## config.mk

```make
export PLATFORM = sky130hd
export DESIGN_NAME = ebt_timer
export DESIGN_NICKNAME = d
export VERILOG_FILES = /design/src/rtl/ebt_pkg.sv /design/src/rtl/ebt_prescaler.sv /design/src/rtl/ebt_timer.sv
export SDC_FILE = /design/constraint.sdc
export NUM_CORES = 1
export LEC_CHECK = 0
export BUFFER_PORTS_ARGS = -buffer_cell sky130_fd_sc_hd__buf_2
export CAP_MARGIN = 5
export CORE_ASPECT_RATIO = 1.5
export CORE_MARGIN = 5
export CORE_UTILIZATION = 51
export CTS_CLUSTER_DIAMETER = 40
export DETAILED_ROUTE_END_ITERATION = 16
export GPL_ROUTABILITY_DRIVEN = 0
export PLACE_DENSITY = 0.89
export SLEW_MARGIN = 40
export SYNTH_ARGS = -nofsm -noshare
export SYNTH_HDL_FRONTEND = slang
export SYNTH_HIERARCHICAL = 1
export SYNTH_SLANG_ARGS = --single-unit
```

## constraint.sdc

```tcl
create_clock -name clk_sys_i -period 2.6 [get_ports clk_sys_i]
set_input_delay 0.26 -clock clk_sys_i [delete_from_list [all_inputs] [get_ports clk_sys_i]]
set_output_delay 0.26 -clock clk_sys_i [all_outputs]
set_load 0.02 [all_outputs]
```

## src/rtl/ebt_pkg.sv

```systemverilog
// Behaviour
// Eight-bit counter increments on each selected clock event while tick_enable is set.
// Software write loads a new starting count; reads return the live count.
// Source zero uses instruction clock; source one with low clock zero uses pin.
// Source and low clock both set count the slow oscillator chosen by configuration.
// Pin or slow oscillator count on falling edges when edge select is one.
// Software should enable prescaler above four when counting the slow oscillator.
// Selected clock passes through the prescaler only while prescaler_assign is zero.
// Writing zero to prescaler_assign assigns and clears the prescaler after the write.
// Three-bit prescaler_ratio selects division from two up to two hundred fifty-six.
// Counter overflow sets overflow_flag, bit zero of the interrupt flag register.
// Interrupt request raised when flag, overflow enable and global enable are all set.
// Flag stays set until software writes zero to it.
// Ratio codes zero to seven give divide by 2, 4, 8 up to 256.
// Counter wraps from maximum to zero and keeps counting.
package ebt_pkg;
    localparam int CNT_W = 8;
    localparam int PS_W = 8;
    localparam int RATIO_W = 3;
    localparam logic [CNT_W-1:0] CNT_RST = 8'h00;
    localparam logic [CNT_W-1:0] CNT_MAX = 8'hFF;
    localparam logic [PS_W-1:0] PS_RST = 8'h00;
    localparam logic [RATIO_W-1:0] RATIO_RST = 3'h0;

    typedef struct packed {
        logic tick_enable;
        logic tick_source_sel;
        logic low_clock_sel;
        logic tick_edge_sel;
        logic prescaler_assign;
        logic [RATIO_W-1:0] prescaler_ratio;
        logic crystal_sel;
    } ebt_cfg_t;

    typedef enum logic [2:0] {
        SRC_INSTR = 3'h1,
        SRC_PIN = 3'h2,
        SRC_SLOW = 3'h4
    } ebt_src_t;
endpackage

```

## src/rtl/ebt_prescaler.sv

```systemverilog
`timescale 1ns/1ns
module ebt_prescaler #(
    parameter int PS_W = ebt_pkg::PS_W
) (
    input wire logic clk_sys_i,
    input wire logic sys_rst_i,
    input wire logic clear_i,
    input wire logic tick_i,
    input wire logic [ebt_pkg::RATIO_W-1:0] ratio_i,
    output logic tick_o
);
    logic [PS_W-1:0] count;
    logic [PS_W-1:0] next_count;
    logic [PS_W-1:0] mask;
    wire wrap;

    // ratio code maps to mask
    assign mask = PS_W'((9'h002 << ratio_i) - 9'h001);
    assign next_count = count + PS_W'(1);
    // divide by two up to 256
    assign wrap = tick_i && ((count & mask) == mask);

    always_ff @(posedge clk_sys_i or posedge sys_rst_i) begin
        if (sys_rst_i) begin
            count <= ebt_pkg::PS_RST;
            tick_o <= 1'b0;
        end else if (clear_i) begin
            count <= ebt_pkg::PS_RST;
            tick_o <= 1'b0;
        end else begin
            tick_o <= wrap;
            if (tick_i) begin
                count <= next_count;
            end
        end
    end
endmodule

```

## src/rtl/ebt_timer.sv

```systemverilog
`timescale 1ns/1ns
module ebt_timer (
    input wire logic clk_sys_i,
    input wire logic sys_rst_i,
    input wire logic instr_tick_i,
    input wire logic ext_count_clock_i,
    input wire logic internal_slow_osc_i,
    input wire logic crystal_slow_osc_i,
    input wire ebt_pkg::ebt_cfg_t cfg_i,
    input wire logic assign_wr_i,
    input wire logic count_wr_i,
    input wire logic [ebt_pkg::CNT_W-1:0] count_wdata_i,
    input wire logic flag_clr_i,
    input wire logic overflow_irq_enable_i,
    input wire logic global_irq_enable_i,
    output logic [ebt_pkg::CNT_W-1:0] count_o,
    output logic overflow_flag_o,
    output logic irq_o
);
    // ****************************************
    // Source selection and edge detection
    // ****************************************
    // Two edge detectors share one loop: bit 0 watches the pin, bit 1 the slow oscillator.
    localparam int EDGE_N = 2;
    localparam int EDGE_PIN = 0;
    localparam int EDGE_SLOW = 1;

    logic [EDGE_N-1:0] edge_lvl;
    logic [EDGE_N-1:0] edge_q;
    logic [EDGE_N-1:0] edge_hit;
    logic primed;
    logic ps_clear;
    logic ps_tick;
    logic src_tick_r;
    ebt_pkg::ebt_src_t src;
    logic [ebt_pkg::CNT_W-1:0] next_count;
    wire slow_lvl;
    wire pin_edge;
    wire slow_edge;
    wire src_tick;
    wire ps_in;
    wire cnt_tick;
    wire overflow;
    wire next_flag;
    wire next_irq;

    // instruction clock or pin
    // slow oscillator selection
    always_comb begin
        if (!cfg_i.tick_source_sel) begin
            src = ebt_pkg::SRC_INSTR;
        end else if (cfg_i.low_clock_sel) begin
            src = ebt_pkg::SRC_SLOW;
        end else begin
            src = ebt_pkg::SRC_PIN;
        end
    end

    // configuration picks oscillator
    assign slow_lvl = cfg_i.crystal_sel ? crystal_slow_osc_i : internal_slow_osc_i;
    // Bit order follows EDGE_PIN and EDGE_SLOW.
    assign edge_lvl = {slow_lvl, ext_count_clock_i};

    // Both detectors run all the time, so switching the source never compares a stale level.
    // The price is that a level change in the cycle of a switch may count once on the new source.
    for (genvar g = 0; g < EDGE_N; g++) begin : g_edge
        // edge polarity select
        assign edge_hit[g] = primed && (cfg_i.tick_edge_sel ? (edge_q[g] && !edge_lvl[g])
                                                            : (!edge_q[g] && edge_lvl[g]));
    end
    assign pin_edge = edge_hit[EDGE_PIN];
    assign slow_edge = edge_hit[EDGE_SLOW];

    always_comb begin
        case (src)
            ebt_pkg::SRC_INSTR: src_tick_r = instr_tick_i;
            ebt_pkg::SRC_PIN: src_tick_r = pin_edge;
            ebt_pkg::SRC_SLOW: src_tick_r = slow_edge;
            default: src_tick_r = 1'b0;
        endcase
    end
    assign src_tick = src_tick_r;

    // Edges are held back for one cycle after reset: the reset value of edge_q may
    // differ from the level at which the pin rests, which would count a false edge.
    always_ff @(posedge clk_sys_i or posedge sys_rst_i) begin
        if (sys_rst_i) begin
            edge_q <= {EDGE_N{1'b0}};
            primed <= 1'b0;
            ps_clear <= 1'b0;
        end else begin
            edge_q <= edge_lvl;
            primed <= 1'b1;
            // clear once the write completes
            ps_clear <= assign_wr_i && !cfg_i.prescaler_assign;
        end
    end

    // ****************************************
    // Prescaler and counter
    // ****************************************
    // only assigned sources feed the prescaler
    // The prescaler sees no events while it is not assigned, so it cannot drift meanwhile.
    assign ps_in = src_tick && !cfg_i.prescaler_assign;

    ebt_prescaler #(
        .PS_W(ebt_pkg::PS_W)
    ) u_ps (
        .clk_sys_i(clk_sys_i),
        .sys_rst_i(sys_rst_i),
        .clear_i(ps_clear),
        .tick_i(ps_in),
        .ratio_i(cfg_i.prescaler_ratio),
        .tick_o(ps_tick)
    );

    // prescaler in path when assigned
    assign cnt_tick = cfg_i.tick_enable && (cfg_i.prescaler_assign ? src_tick : ps_tick);
    // wrap to zero
    assign overflow = cnt_tick && !count_wr_i && (count_o == ebt_pkg::CNT_MAX);
    // software load wins
    // count while enabled
    // A tick that meets a software load is dropped: adding it on top would turn a load
    // of the maximum into an overflow that software never asked for.
    assign next_count = count_wr_i ? count_wdata_i
                      : cnt_tick ? count_o + ebt_pkg::CNT_W'(1)
                      : count_o;

    always_ff @(posedge clk_sys_i or posedge sys_rst_i) begin
        if (sys_rst_i) begin
            count_o <= ebt_pkg::CNT_RST;
        end else begin
            count_o <= next_count;
        end
    end

    // ****************************************
    // Overflow flag and interrupt request
    // ****************************************
    // overflow sets flag
    // held until cleared
    // A clear that meets a new overflow loses, so no overflow goes unreported.
    assign next_flag = overflow || (overflow_flag_o && !flag_clr_i);
    // gated request
    // The request follows the enables of the cycle before, one cycle late.
    assign next_irq = next_flag && overflow_irq_enable_i && global_irq_enable_i;

    always_ff @(posedge clk_sys_i or posedge sys_rst_i) begin
        if (sys_rst_i) begin
            overflow_flag_o <= 1'b0;
            irq_o <= 1'b0;
        end else begin
            overflow_flag_o <= next_flag;
            irq_o <= next_irq;
        end
    end

    // ****************************************
    // Checks
    // ****************************************
    a_wrap_sets_flag: assert property (@(posedge clk_sys_i) disable iff (sys_rst_i)
        overflow |=> overflow_flag_o && count_o == ebt_pkg::CNT_RST)
        else $error("overflow did not set flag and wrap");
    a_flag_holds: assert property (@(posedge clk_sys_i) disable iff (sys_rst_i)
        overflow_flag_o && !flag_clr_i |=> overflow_flag_o)
        else $error("flag dropped without clear");
    a_load_count: assert property (@(posedge clk_sys_i) disable iff (sys_rst_i)
        count_wr_i |=> count_o == $past(count_wdata_i))
        else $error("write did not load count");
    a_disabled_hold: assert property (@(posedge clk_sys_i) disable iff (sys_rst_i)
        !cfg_i.tick_enable && !count_wr_i |=> $stable(count_o))
        else $error("count moved while disabled");
    a_instr_count: assert property (@(posedge clk_sys_i) disable iff (sys_rst_i)
        cfg_i.tick_enable && !cfg_i.tick_source_sel && cfg_i.prescaler_assign
        && instr_tick_i && !count_wr_i |=> count_o == $past(count_o) + ebt_pkg::CNT_W'(1))
        else $error("instruction tick not counted");
    a_ps_clear: assert property (@(posedge clk_sys_i) disable iff (sys_rst_i)
        ps_clear |=> !ps_tick)
        else $error("prescaler not cleared");
    a_irq_gate: assert property (@(posedge clk_sys_i) disable iff (sys_rst_i)
        irq_o |-> $past(overflow_irq_enable_i) && $past(global_irq_enable_i))
        else $error("irq without enables");
    a_no_tick_bypass: assert property (@(posedge clk_sys_i) disable iff (sys_rst_i)
        !cfg_i.prescaler_assign && !ps_tick && !count_wr_i |=> $stable(count_o))
        else $error("count bypassed prescaler");

    a_set_beats_clear: assert property (@(posedge clk_sys_i) disable iff (sys_rst_i)
        overflow && flag_clr_i |=> overflow_flag_o)
        else $error("clear beat a new overflow");

    a_flag_clear: assert property (@(posedge clk_sys_i) disable iff (sys_rst_i)
        flag_clr_i && !overflow |=> !overflow_flag_o)
        else $error("flag not cleared by write");

    a_irq_raise: assert property (@(posedge clk_sys_i) disable iff (sys_rst_i)
        overflow_flag_o && !flag_clr_i && overflow_irq_enable_i && global_irq_enable_i
        |=> irq_o)
        else $error("irq missing with flag and enables");

    a_irq_drop: assert property (@(posedge clk_sys_i) disable iff (sys_rst_i)
        !(overflow_irq_enable_i && global_irq_enable_i) |=> !irq_o)
        else $error("irq raised while masked");

    a_pin_rise_count: assert property (@(posedge clk_sys_i) disable iff (sys_rst_i)
        cfg_i.tick_enable && cfg_i.prescaler_assign && cfg_i.tick_source_sel
        && !cfg_i.low_clock_sel && !cfg_i.tick_edge_sel && primed
        && !edge_q[EDGE_PIN] && ext_count_clock_i && !count_wr_i
        |=> count_o == $past(count_o) + ebt_pkg::CNT_W'(1))
        else $error("rising pin edge not counted");

    a_pin_fall_count: assert property (@(posedge clk_sys_i) disable iff (sys_rst_i)
        cfg_i.tick_enable && cfg_i.prescaler_assign && cfg_i.tick_source_sel
        && !cfg_i.low_clock_sel && cfg_i.tick_edge_sel && primed
        && edge_q[EDGE_PIN] && !ext_count_clock_i && !count_wr_i
        |=> count_o == $past(count_o) + ebt_pkg::CNT_W'(1))
        else $error("falling pin edge not counted");

    a_slow_fall_count: assert property (@(posedge clk_sys_i) disable iff (sys_rst_i)
        cfg_i.tick_enable && cfg_i.prescaler_assign && cfg_i.tick_source_sel
        && cfg_i.low_clock_sel && cfg_i.tick_edge_sel && primed
        && edge_q[EDGE_SLOW] && !slow_lvl && !count_wr_i
        |=> count_o == $past(count_o) + ebt_pkg::CNT_W'(1))
        else $error("slow oscillator edge not counted");

    a_prescaled_count: assert property (@(posedge clk_sys_i) disable iff (sys_rst_i)
        cfg_i.tick_enable && !cfg_i.prescaler_assign && ps_tick && !count_wr_i
        |=> count_o == $past(count_o) + ebt_pkg::CNT_W'(1))
        else $error("prescaler tick not counted");
endmodule

```

## Word-level counts from Yosys, hierarchy flattened

Index checks and enable logic that the tools add are counted.

- Register bits: 23
- Latch bits: 0
- Bits in writable memories: 0
- ROM bits: 0
- Input port bits: 28
- Output and inout port bits: 10
- Logic and storage cells: 55
- Memories kept: 0

- Add/sub/neg operators: 3
- Multipliers: 0
- Div/mod/pow operators: 0
- Order comparisons: 0
- Equality and inequality tests: 5
- Shifts and indexed selects: 1
- Mux-type cells: 12
- Bitwise operators: 1
- Reduce and logical (&&, ||, !) cells: 25

Operators by type and width:

| kind | number |
|---|---|
| 8-bit 2-to-1 mux | 4 |
| 8-bit by 1-bit adder with 8-bit output (second input constant) | 2 |
| 1-bit logical AND | 15 |
| 8-bit AND | 1 |
| 8-bit == test | 1 |
| 8-bit == test (second input constant) | 1 |
| 2-bit by 3-bit << shifter with 8-bit output (first input constant) | 1 |
| 8-bit by 1-bit subtractor with 8-bit output (second input constant) | 1 |
| 1-bit logical NOT | 7 |
| 3-bit 2-to-1 mux | 2 |
| 1-bit 2-to-1 mux | 5 |
| 2-bit nonzero test | 2 |
| 3-bit by 1-bit == test with 1-bit output (second input constant) | 1 |
| 3-bit by 2-bit == test with 1-bit output (second input constant) | 1 |
| 3-bit == test (second input constant) | 1 |
| 1-bit one-hot mux with 3 select lines | 1 |
| 1-bit logical OR | 1 |

## Longest topological paths before layout

Gate-level depths: netlist of the first run.

- Word-level depth: 13
- Depth in mapped cells: 9
- Gate-level depth less buffers: 8

## Hierarchy

The synthesis of the first run kept the hierarchy.

Modules (own cells, without submodules):

| module | instances | cells each | area each (µm²) | seq. area each (µm²) |
|---|---|---|---|---|
| ebt_timer | 1 | 88 | 804.5 | 350.3 |
| ebt_prescaler | 1 | 60 | 550.5 | 225.2 |

## Worst setup path before layout of the first run

OpenSTA, ideal clock, no wires.

- Path kind: input-to-reg
- Start point: input cfg_i[0] (netlist name)
- End point: register u_ps.tick_o
- Setup time: 122 ps
- Arrival: 1905 ps
- Data required time: 2478 ps
- Path slack: 573 ps
- Stages on the path: 8
- Buffers on the path: 1
- Cells stage by stage: mux2_2 mux2i_1 a21o_2 a21oi_1 buf_2 o211ai_1 a211o_2 a2111oi_1

- Cells in the longest elaborated chain, start to end: 9
- Elaborated cells between the ends (all ways): 10
- Classes of those cells: mux: 4; reduce/logical: 6

RTL lines:

| what | line | RTL |
|---|---|---|
| start, declared | ebt_timer.sv:9 | `input wire ebt_pkg::ebt_cfg_t cfg_i,` |
| 1-bit 2-to-1 mux * | ebt_timer.sv:60 | `assign slow_lvl = cfg_i.crystal_sel ? crystal_slow_osc_i : internal_slow_osc_i;` |
| 1-bit logical NOT | ebt_timer.sv:68 | `assign edge_hit[g] = primed && (cfg_i.tick_edge_sel ? (edge_q[g] && !edge_lvl[g])` |
| 1-bit logical AND | ebt_timer.sv:68 |  |
| 1-bit 2-to-1 mux * | ebt_timer.sv:68 |  |
| 1-bit logical AND * | ebt_timer.sv:68 |  |
| 1-bit one-hot mux with 3 select lines * | ebt_timer.sv:75 | `case (src)` |
| 1-bit logical AND * | ebt_timer.sv:104 | `assign ps_in = src_tick && !cfg_i.prescaler_assign;` |
| net ps_in | ebt_timer.sv:41 | `wire ps_in;` |
| 1-bit logical AND * | ebt_prescaler.sv:21 | `assign wrap = tick_i && ((count & mask) == mask);` |
| 1-bit 2-to-1 mux * | ebt_prescaler.sv:27 | `end else if (clear_i) begin` |
| end signal, assigned | ebt_prescaler.sv:31 | `tick_o <= wrap;` |
| end, declared | ebt_prescaler.sv:10 | `output logic tick_o` |

The timed path passes the listed nets; every way through them passes the cells marked *.
A chain may end at the register's enable or synchronous reset.

## Final worst setup path of the first run

- Start point: register edge_q[0]
- End point: register u_ps.tick_o

- Cells in the longest elaborated chain, start to end: 8
- Elaborated cells between the ends (all ways): 9
- Classes of those cells: mux: 3; reduce/logical: 6

RTL lines:

| what | line | RTL |
|---|---|---|
| start, declared | ebt_timer.sv:29 | `logic [EDGE_N-1:0] edge_q;` |
| start signal, assigned | ebt_timer.sv:88 | `edge_q <= {EDGE_N{1'b0}};` |
| start signal, assigned | ebt_timer.sv:92 | `edge_q <= edge_lvl;` |
| 1-bit logical NOT | ebt_timer.sv:69 | `: (!edge_q[g] && edge_lvl[g]));` |
| 1-bit logical AND | ebt_timer.sv:69 |  |
| 1-bit 2-to-1 mux * | ebt_timer.sv:68 |  |
| 1-bit logical AND * | ebt_timer.sv:68 |  |
| 1-bit one-hot mux with 3 select lines * | ebt_timer.sv:75 |  |
| 1-bit logical AND * | ebt_timer.sv:104 |  |
| net ps_in | ebt_timer.sv:41 |  |
| 1-bit logical AND * | ebt_prescaler.sv:21 |  |
| 1-bit 2-to-1 mux * | ebt_prescaler.sv:27 |  |

Marked as above.

==> summary.md, run 1 <==
| Metric | Value |
|---|---|
| Hold path startpoint | `ext_count_clock_i` |
| FMAX | `454.3 MHz` |
| Largest net degree at the start of global routing | `15` |
| EDFF count, synth | `0` |
| Setup ws final | `0.3986 ns` |
| Max clock buf depth | `2` |
| Design Area, Final | `1619 um2` |
| Cell Rows | `23` |
| # nets final | `218` |
| Clock root cell | `clkbuf_8` |
| Most frequent cells in the layout | `37 x buf_2, 23 x dfrtp_1, 19 x nor2_1` |
| Max_cap viols | `0` |
| Kind of critical path | `flip-flop to flip-flop` |
| Postcts setup bufs | `0` |
| Area used by multi-input combinational logic | `723.2 um2` |
| Hold Path Class | `primary input to flip-flop` |
| Final core utilization | `61.83%` |
| Reg2Reg Setup Slack | `0.40 ns` |
| Synth warn | `6` |
| CTS buffer count | `3` |
| Fin crit period | `2.201 ns` |
| Synth async-reset ratio | `100.0%` |
| Internal power | `0.5641 mW` |
| Most common cell after layout, fill and taps aside | `buf_2` |
| Clock power share | `27.6%` |
| Worst reg-to-reg path cell count | `7` |
| Worst skew pair latency | `0.26 ns` |
| Filler cells | `221` |
| Crit path from | `edge_q[0]` |
| Worst Tran Pin Value | `0.5680 ns` |
| Die X | `52.09 um` |
| Vias/cell | `5.655` |
| CTS tree | `yes` |
| Dpl ws | `0.3634 ns` |
| CTS sink cnt | `23` |
| Startpoint Class | `flip-flop` |
| Crit-path max FO | `4` |
| DR pass1 iterations | `4` |
| Initial Util | `51.74%` |
| #FFs+latches synth | `23` |
| Post-route setup TNS | `0 ns` |
| Detail Placement HPWL | `2.527 mm` |
| Post_cts resized | `0` |
| Slew Limit Fails | `0` |
| Final setup violation count | `0` |
| DRC errors left | `0` |
| Final hold vios | `0` |
| Final non-filler cell total | `223` |
| Primary FF master, synth | `dfrtp_1` |
| Die Ht | `73.13 um` |
| Post-Syn Nets | `179` |
| CP arrival | `2.34 ns` |
| Total GRT Usage | `18.04%` |
| Fin crit share | `84.67%` |
| Unique masters post-synth | `49` |
| Hold-fix buffers, CTS | `1` |
| Initial antenna violation count | `0` |
| Clk slew on worst S/H paths | `0.08 ns` |
| Leakage | `0.7262 nW` |
| RSZ-0062 raised after global routing | `false` |
| Dpl cells | `218` |
| Sw frac | `29.81%` |
| Initial DRC count | `29` |
| Vias in the first global route | `1327` |
| Crit path required time | `2.74 ns` |
| Worst Skew | `0.004125 ns` |
| # port buffers | `37` |
| Placed Area | `1564 um2` |
| Post-Route WL | `3.172 mm` |
| Syn Inst Count | `148` |
| First-pass GRT wire length | `5.306 mm` |
| ANT cells | `0` |
| Die area | `3809 um2` |
| Critical Path Sink | `u_ps/tick_o` |
| Crit Reg-Reg Endpoint | `u_ps/tick_o` |
| DRT antenna net count | `0` |
| Mapped cell area | `1355 um2` |
| Power per Cell Area | `496.3 nW/um2` |
| Slew HR | `62.09%` |
| CP Capture Type | `flip-flop` |
| CORE AREA | `2619 um2` |
| Status | `completed` |
| FF/Latch Area | `575.6 um2` |
| Logic gate share of total power | `21.3%` |
| Post-Syn Area per Cell | `9.156 um2` |
| VDD IR max | `0.0002848 V` |
| Sw Pwr | `0.2395 mW` |
| Grt ovf | `0` |
| Register area share after synthesis | `42.47%` |
| Layout area overhead | `19.48%` |
| Total I/O pin count | `38` |
| Layout cell share with drive strength beyond 1 | `26.34%` |
| Power share of the sequential group | `51.1%` |
| Reg2Reg Launch Point | `edge_q[0]` |
| H-tree levels | `1` |
| WL per Instance | `14.22 um` |
| Via count | `1261` |
## routing by layer
metal  part of all wire, %  vias up  routed length, um  GRT usage (%)
met5                     0        -                  0              0
met1                    37      598               1178          17.64
li1                      -      617                  -              -
met4                   1.3        0                 42          8.455
met2                    55       40               1744          35.10
met3                   6.5        6                206          2.863
## critical path: stages (launching register included)
cell and delay [ns]:
dfrtp_1 0.40, nor3b_1 0.23, o311ai_1 0.17, a21o_2 0.23, a21oi_1 0.27, o211ai_1 0.15
a211o_2 0.32, a2111oi_1 0.32
## flip-flops by register name, indices dropped and copies added, names as in the netlist
| signal | cells |
|---|---|
| irq_o | 1 |
| u_ps/count | 8 |
| ps_clear | 1 |
| primed | 1 |
| overflow_flag_o | 1 |
| u_ps/tick_o | 1 |
| edge_q | 2 |
| count_o | 8 |
## worst min path at each step
| stage | endpoint | slack [ns] | cells after the start |
|---|---|---|---|
| after global routing | edge_q[0] | 0.13 | 1 |
| after floorplan | u_ps/count[0] | 0.09 | 1 |
| final | edge_q[0] | 0.14 | 1 |
| after global placement | u_ps/count[3] | 0.25 | 2 |
| after detailed placement | u_ps/count[0] | 0.25 | 2 |
| after CTS | edge_q[0] | 0.13 | 1 |
## logic make-up after synthesis
logic type | count (synthesis) | synth area share [%]
multiplexers | 3 | 2.308
other | 1 | 0.2767
AO/OA/AOI/OAI | 35 | 17.73
AND/OR/NAND/NOR | 63 | 25.11
buffers and inverters | 12 | 4.155
adder cells (fa/ha/maj) | 3 | 2.770
XOR/XNOR | 8 | 5.170
flip-flops | 23 | 42.47
## area by class of cell
type	instances	share of cell area, %
sequential	23	35.55
tap	37	2.859
timing repair buffer	39	12.52
multi-input combinational	113	44.67
inverter	7	1.623
clock buffer	4	2.782
## Yosys cell counts, types with 2 or more instances
| cell | number | share of area, % |
|---|---|---|
| a21oi_1 | 4 | 1.5 |
| a22oi_1 | 2 | 1.1 |
| a2bb2oi_1 | 2 | 1.3 |
| a31oi_1 | 6 | 2.8 |
| and2_1 | 2 | 0.92 |
| and3_1 | 2 | 0.92 |
| buf_2 | 2 | 0.74 |
| dfrtp_1 | 23 | 42 |
| ha_1 | 3 | 2.8 |
| inv_1 | 7 | 1.9 |
| mux2i_1 | 2 | 1.5 |
| nand2_1 | 9 | 2.5 |
| nand2b_1 | 2 | 0.92 |
| nand3_1 | 4 | 1.5 |
| nand4_1 | 5 | 2.3 |
| nor2_1 | 19 | 5.3 |
| nor2b_1 | 3 | 1.4 |
| nor3b_1 | 3 | 1.7 |
| o211ai_1 | 2 | 1.1 |
| o21ai_0 | 7 | 2.6 |
| or3_1 | 3 | 1.4 |
| or3_2 | 2 | 1.1 |
| or4_1 | 2 | 1.1 |
| xnor2_1 | 4 | 2.6 |
| xor2_1 | 4 | 2.6 |
## stage by stage
stage,total power [mW],hold slack (ns)
2_1_floorplan,0.5245,0.08792
3_3_place_gp,0.5779,0.2474
3_5_place_dp,0.5870,0.2497
4_1_cts,0.8078,0.1311
5_1_grt,0.8477,0.1302
6_report,0.8036,0.1373
## power by group through the flow
| stage | Combinational, mW | Clock, mW | Sequential, mW |
|---|---|---|---|
| 3_3_place_gp | 0.164 | 0 | 0.414 |
| 5_1_grt | 0.192 | 0.242 | 0.414 |
| 3_5_place_dp | 0.170 | 0 | 0.417 |
| 4_1_cts | 0.172 | 0.226 | 0.410 |
| 2_1_floorplan | 0.0987 | 0 | 0.426 |
| 6_report | 0.171 | 0.222 | 0.411 |
No activity file was read; power rests on OpenSTA's default activity.
==> run 2, diff against run 1 <==
- ABC_AREA: default -> 1
- CORE_UTILIZATION: 51 -> 52
- PLACE_DENSITY: 0.89 -> 0.9
- clock period: 2.6 -> 2.2 ns (I/O delays scaled with it)
==> run 2 against run 1 <==
Net effect: combinational power rose by 40%; sequential share of layout area fell by 2.0 points; total power rose by 23%; sequential cell count did not move; synthesized cell count rose by 35%; sequential power rose by 21%; global-route usage fell by 0.22 points; worst setup slack got worse by 0.048 ns; cell area rose by 6.0%; count of clock-buffer cells in the layout did not move; critical path type unchanged.
==> summary.md, run 2 <==
| Metric | Value |
|---|---|
| Status | `completed` |
| Startpoint Class | `flip-flop` |
| Placed Area | `1660 um2 (+6.2%)` |
| Setup ws final | `0.3507 ns (-0.04788 ns)` |
| Hold Path Class | `primary input to flip-flop` |
| Slew Limit Fails | `0 (unchanged)` |
| Register area share after synthesis | `40.07% (-2.4 points)` |
| Fin crit share | `84.06% (-0.61 points)` |
| Vias/cell | `5.079 (-10%)` |
| CP arrival | `2.01 ns (-0.33 ns)` |
| DR pass1 iterations | `4 (unchanged)` |
| Initial antenna violation count | `0 (unchanged)` |
| First-pass GRT wire length | `5.313 mm (+0.13%)` |
| Largest regs | `count_o (8), u_ps/count (8), edge_q (2)` |
| Die X | `52.91 um (+1.6%)` |
| Largest cells by area after synthesis | `dfrtp_1 40%, nand2_1 15%, nand3_1 9.4%` |
| Slew HR | `64.26% (+2.2 points)` |
| Reg2Reg Setup Slack | `0.35 ns (-0.05 ns)` |
| Mapped cell area | `1436 um2 (+6.0%)` |
| Internal power | `0.6799 mW (+21%)` |
| Clk slew on worst S/H paths | `0.08 ns (about the same)` |
| Most frequent cells in the layout | `58 x nand2_1, 37 x buf_2, 27 x nand3_1` |
| Leading area contributor after synthesis | `dfrtp_1` |
| Leakage | `0.9417 nW (+30%)` |
| Detail Placement HPWL | `2.450 mm (-3.0%)` |
| Hold slack final | `0.08916 ns (-0.04811 ns)` |
| Area used by multi-input combinational logic | `755.7 um2 (+4.5%)` |
| RSZ-0062 raised after global routing | `false` |
| Cell with the most instances after synthesis | `nand2_1` |
| Primary FF master, synth | `dfrtp_1` |
| VDD IR max | `0.0004236 V (+49%)` |
| Largest net degree at the start of global routing | `16 (+1)` |
| H-tree levels | `1 (unchanged)` |
| Total I/O pin count | `38 (unchanged)` |
| Post-Syn Area per Cell | `7.182 um2 (-22%)` |
| Unique masters post-synth | `25 (-49%)` |
| Grt ovf | `0 (unchanged)` |
| Clock root cell | `clkbuf_8` |
| Worst skew pair latency | `0.26 ns (about the same)` |
| Crit path required time | `2.36 ns (-0.38 ns)` |
| Via count | `1407 (+12%)` |
| # nets final | `272 (+25%)` |
| WL per Instance | `11.55 um (-19%)` |
| Fin crit period | `1.849 ns (-0.3521 ns)` |
| CTS buffer count | `3 (unchanged)` |
| Final hold vios | `0 (unchanged)` |
| Clock power share | `25.7% (-1.9 points)` |
| DRC errors left | `0 (unchanged)` |
| Power per Cell Area | `577.7 nW/um2 (+16%)` |
| Postcts setup bufs | `0 (unchanged)` |
| Post_cts resized | `0 (unchanged)` |
| DRT antenna net count | `0 (unchanged)` |
| # port buffers | `37 (unchanged)` |
| Synth cell count leaders | `58 x nand2_1, 27 x nand3_1, 26 x inv_1, 23 x dfrtp_1, 17 x nor2_1` |
| Cell Rows | `23 (unchanged)` |
| Initial Util | `53.67% (+1.9 points)` |
| Layout cell share with drive strength beyond 1 | `21.25% (-5.1 points)` |
| Syn Inst Count | `200 (+35%)` |
| Die area | `3935 um2 (+3.3%)` |
| FF/Latch Area | `575.6 um2 (unchanged)` |
| Dpl ws | `0.4044 ns (+0.04107 ns)` |
| Dpl cells | `272 (+25%)` |
| Total GRT Usage | `17.82% (-0.22 points)` |
| Crit-path max FO | `7 (+3)` |
| Initial DRC count | `28 (-3.4%)` |
| Sw Pwr | `0.3111 mW (+30%)` |
| #FFs+latches synth | `23 (unchanged)` |
| Post-Route WL | `3.198 mm (+0.82%)` |
| Synth warn | `6 (unchanged)` |
| Final non-filler cell total | `277 (+24%)` |
| Power share of the sequential group | `50.1% (-1.0 points)` |
| Kind of critical path | `flip-flop to flip-flop` |
| Vias in the first global route | `1315 (-0.90%)` |
| Design Area, Final | `1715 um2 (+6.0%)` |
| EDFF count, synth | `0 (unchanged)` |
| Final setup violation count | `0 (unchanged)` |
| CTS tree | `yes` |
| FMAX | `540.8 MHz (+19%)` |
| CP Capture Type | `flip-flop` |
| Worst Tran Pin Value | `0.5355 ns (-0.03245 ns)` |
| Most common cell after layout, fill and taps aside | `nand2_1` |
| Logic gate share of total power | `24.2% (+2.9 points)` |
| Share of the synthesized area in the top cell type | `40.07% (-2.4 points)` |
| Worst Skew | `0.002693 ns (-0.001432 ns)` |
| Sw frac | `31.39% (+1.6 points)` |
| Layout area overhead | `19.43% (about the same)` |
| Max_cap viols | `0 (unchanged)` |
| Max clock buf depth | `2 (unchanged)` |
| Synth async-reset ratio | `100.0% (unchanged)` |
| Post-Syn Nets | `231 (+29%)` |
| CTS sink cnt | `23 (unchanged)` |
| Post-route setup TNS | `0 ns (unchanged)` |
| Filler cells | `238 (+7.7%)` |
| Die Ht | `74.37 um (+1.7%)` |
| CORE AREA | `2676 um2 (+2.2%)` |
| ANT cells | `0 (unchanged)` |
run 2: layer usage:
layer	global-route usage, %	wire length (um)
met2	33.29	1730
met3	3.407	136
met5	0	0
met4	6.250	19
met1	19.54	1312
run 2: final timing paths:
kind                                         from            end  cells after the start
worst max-delay path                    edge_q[0]  u_ps/count[6]                     14
worst min-delay path            ext_count_clock_i      edge_q[0]                      1
worst max register to register          edge_q[0]  u_ps/count[6]                     14
worst min register to register           ps_clear  u_ps/count[2]                      1
max in group asynchronous               sys_rst_i     count_o[1]                      3
min in group asynchronous               sys_rst_i  u_ps/count[1]                      3
run 2: final cells by class:
class | instances | share of cell area (%)
tap | 37 | 2.699
multi-input combinational | 149 | 44.06
clock buffer | 4 | 2.626
timing repair buffer | 38 | 11.38
inverter | 26 | 5.689
sequential | 23 | 33.55
run 2: kinds of logic (layout without fill, tap and decap cells):
group                    count (synthesis)  in the layout  synth area share (%)
flip-flops                              23             23                 40.07
AND/OR/NAND/NOR                        120            120                 38.68
adder cells (fa/ha/maj)                  3              3                 2.614
other                                    1              1                0.2611
XOR/XNOR                                 6              6                 3.659
buffers and inverters                   28             68                 7.317
AO/OA/AOI/OAI                           19             19                 7.404
run 2: worst max-delay path, stage by stage (launching register included):
cell,delay [ns]
dfrtp_1,0.38
nor2_1,0.08
nand2_1,0.05
nand3_1,0.06
nand2_1,0.06
inv_1,0.07
nand2_2,0.07
a21oi_1,0.41
nor2_2,0.10
inv_1,0.12
nand3_1,0.10
nand2_1,0.09
nand2_1,0.05
nand2_1,0.06
inv_1,0.03
run 2: power by group through the flow:
stage	Clock (mW)	Combinational, mW	Sequential [mW]
2_1_floorplan	0	0.133	0.525
3_3_place_gp	0	0.233	0.504
3_5_place_dp	0	0.238	0.504
4_1_cts	0.258	0.242	0.496
5_1_grt	0.281	0.273	0.503
6_report	0.254	0.240	0.497
run 2: stage by stage:
stage / utilization [%] / power [mW]
floorplan: - / 0.6575
global placement: 62.04 / 0.7368
detailed placement: 62.04 / 0.7422
CTS: 64.10 / 0.9959
global route: 64.10 / 1.056
finish: 64.10 / 0.9910
run 2: timing repair:
action | 4_1_cts | 5_1_grt
hold buffers | 1 | 0
endpoints found under the setup margin | 0 | 0
hold endpoints to repair | 9 | 0
==> run 3, diff against run 2 <==
- ABC_AREA: 1 -> 0
- CORE_UTILIZATION: 52 -> 46
- PLACE_DENSITY: 0.9 -> 0.86
- clock period: 2.2 -> 1.6 ns (I/O delays scaled with it)
==> run 3 against run 2 <==
Net effect: the run now ends with setup timing left; highest routed layer unchanged; critical endpoint is now u_ps/tick_o; combinational power up 47%; critical path depth decreased by 7; sequential share of layout area is 2.4 points lower; worst hold slack better by 0.031 ns; register-to-register slack got worse by 0.65 ns; worst setup slack worse by 0.65 ns; maximum frequency shrank 2.8%; largest power group unchanged; non-clock buffer count rose by 18; cell area rose by 7.8%.
==> summary.md, run 3 (synthesis gave the netlist of run 1 again) <==
| Metric | Value |
|---|---|
| Status | `complete, but fails checks` |
| Failing checks | `setup timing` |
| CTS buffer count | `3 (unchanged)` |
| Dpl ws | `-0.3236 ns (-0.7281 ns)` |
| Power per Cell Area | `740.6 nW/um2 (+28%)` |
| FMAX | `525.8 MHz (-2.8%)` |
| Startpoint Class | `flip-flop` |
| Final non-filler cell total | `242 (-13%)` |
| Most common cell after layout, fill and taps aside | `buf_2` |
| Hold slack final | `0.1197 ns (+0.03050 ns)` |
| Initial DRC count | `32 (+14%)` |
| Die X | `54.32 um (+2.7%)` |
| CTS tree | `yes` |
| H-tree levels | `1 (unchanged)` |
| Initial antenna violation count | `0 (unchanged)` |
| Final hold vios | `0 (unchanged)` |
| Via count | `1315 (-6.5%)` |
| Clock root cell | `clkbuf_8` |
| Worst Skew | `0.002828 ns (+0.0001350 ns)` |
| Leakage | `0.8234 nW (-13%)` |
| Reg2Reg Setup Slack | `-0.30 ns (-0.65 ns)` |
| # port buffers | `37 (unchanged)` |
| Clk slew on worst S/H paths | `0.08 ns (about the same)` |
| CTS sink cnt | `23 (unchanged)` |
| Final core utilization | `64.15% (about the same)` |
| Reg2Reg Launch Point | `edge_q[0]` |
| Setup ws final | `-0.3019 ns (-0.6527 ns)` |
| Layout area overhead | `36.47%` |
| Critical Path Sink | `u_ps/tick_o` |
| Hold Path Class | `primary input to flip-flop` |
| Most frequent cells in the layout | `37 x buf_2, 23 x dfrtp_1, 18 x nor2_1` |
| CP arrival | `2.05 ns (+0.04 ns)` |
| Total I/O pin count | `38 (unchanged)` |
| Max_cap viols | `0 (unchanged)` |
| Detail Placement HPWL | `2.634 mm (+7.5%)` |
| DR pass1 iterations | `4 (unchanged)` |
| RSZ-0062 raised after global routing | `true` |
| Worst skew pair latency | `0.26 ns (about the same)` |
| VDD IR max | `0.0004830 V (+14%)` |
| Layout cell share with drive strength beyond 1 | `39.41% (+18 points)` |
| Largest regs | `count_o (8), u_ps/count (8), edge_q (2)` |
| Crit path from | `edge_q[0]` |
| Final setup violation count | `17 (+17)` |
| First-pass GRT wire length | `5.878 mm (+11%)` |
| CP Capture Type | `flip-flop` |
| Die area | `4154 um2 (+5.6%)` |
| ANT cells | `0 (unchanged)` |
| Post-Route WL | `3.478 mm (+8.8%)` |
| Vias/cell | `5.434 (+7.0%)` |
| # nets final | `235 (-14%)` |
| Cell Rows | `24 (+4.3%)` |
| Max clock buf depth | `2 (unchanged)` |
| Largest net degree at the start of global routing | `15 (-1)` |
| Total power | `1.370 mW (+38%)` |
| Crit-path max FO | `4 (-3)` |
| Slew Limit Fails | `0 (unchanged)` |
| Total GRT Usage | `18.50% (+0.69 points)` |
| Worst Tran Pin Value | `0.5626 ns (+0.02704 ns)` |
| Crit path required time | `1.75 ns (-0.61 ns)` |
| Dpl cells | `235 (-14%)` |
| DRC errors left | `0 (unchanged)` |
| Initial Util | `47.01% (-6.7 points)` |
| Crit Reg-Reg Endpoint | `u_ps/tick_o` |
| CORE AREA | `2883 um2 (+7.7%)` |
| Die Ht | `76.48 um (+2.8%)` |
| Slew HR | `62.46% (-1.8 points)` |
| Grt ovf | `0 (unchanged)` |
| Fin crit share | `118.9% (+35 points)` |
| Fin crit period | `1.902 ns (+0.05267 ns)` |
| WL per Instance | `14.37 um (+24%)` |
| Vias in the first global route | `1329 (+1.1%)` |
| Worst reg-to-reg path cell count | `7 (-7)` |
| DRT antenna net count | `0 (unchanged)` |
| Kind of critical path | `flip-flop to flip-flop` |
run 3: cell types whose count changed in the layout (fill, tap and decap cells not counted), sizes merged, moves of 3 or more:
cell,delta
nand2,-55
nand3,-25
inv,-19
buf,+18
a31oi,+6
or3,+6
and2,+3
nor2b,+3
o21ai,-3
run 3: worst min path at each step:
stage,start,endpoint,slack [ns],cells past startpoint
finish,overflow_irq_enable_i,irq_o,0.12,3
CTS,ext_count_clock_i,edge_q[0],0.11,2
floorplan,sys_rst_i,u_ps/count[0],-0.01,1
global placement,sys_rst_i,u_ps/count[3],0.15,2
detailed placement,sys_rst_i,u_ps/count[1],0.16,2
global route,overflow_irq_enable_i,irq_o,0.10,3
run 3: layout make-up:
| cell class | count | area [um2] |
|---|---|---|
| clock buffers | 3 | 41.29 |
| multi-input cells | 113 | 810.8 |
| flip-flops and latches | 23 | 575.6 |
| well taps | 39 | 48.80 |
| fillers | 252 | 1033 |
| repair buffers | 56 | 341.6 |
| inverters | 7 | 26.28 |
| clock inverters | 1 | 5.005 |
run 3: per-stage QoR:
step	cell area [um2]	setup TNS [ns]
after floorplan	1405	-0.7721
after global placement	1727	-2.533
after detailed placement	1727	-3.206
after CTS	1817	-2.689
after global routing	1849	-4.515
final	1849	-2.473
run 3: routing by layer:
layer | share of wire, % | GRT usage (%) | wire, um
met5 | 0 | 0 | 0
met2 | 53 | 31.29 | 1833
met3 | 6.4 | 2.740 | 221
met4 | 2.3 | 8.728 | 80
met1 | 39 | 21.63 | 1342
run 3: worst max-delay path: stages (launching register included):
cell	delay [ns]
dfrtp_1	0.39
nor3b_2	0.19
o311ai_2	0.13
a21o_2	0.24
a21oi_4	0.21
o211ai_1	0.13
a211o_2	0.31
a2111oi_4	0.20
run 3: power by group:
part / switching, mW / internal [mW] / leakage [nW] / total, mW
logic: 0.189 / 0.164 / 0.507 / 0.353
clock network: 0.177 / 0.173 / 0.0255 / 0.351
registers: 0.0467 / 0.620 / 0.291 / 0.666
total: 0.413 / 0.957 / 0.823 / 1.37
run 3: what timing repair did:
| action | in CTS | in global routing |
|---|---|---|
| pin swaps | 8 | 5 |
| setup endpoints to repair | 19 | 19 |
| setup buffers | 2 | 0 |
| hold buffers | 1 | 0 |
| endpoints found under the hold margin | 23 | 0 |
| gates resized for setup | 4 | 7 |
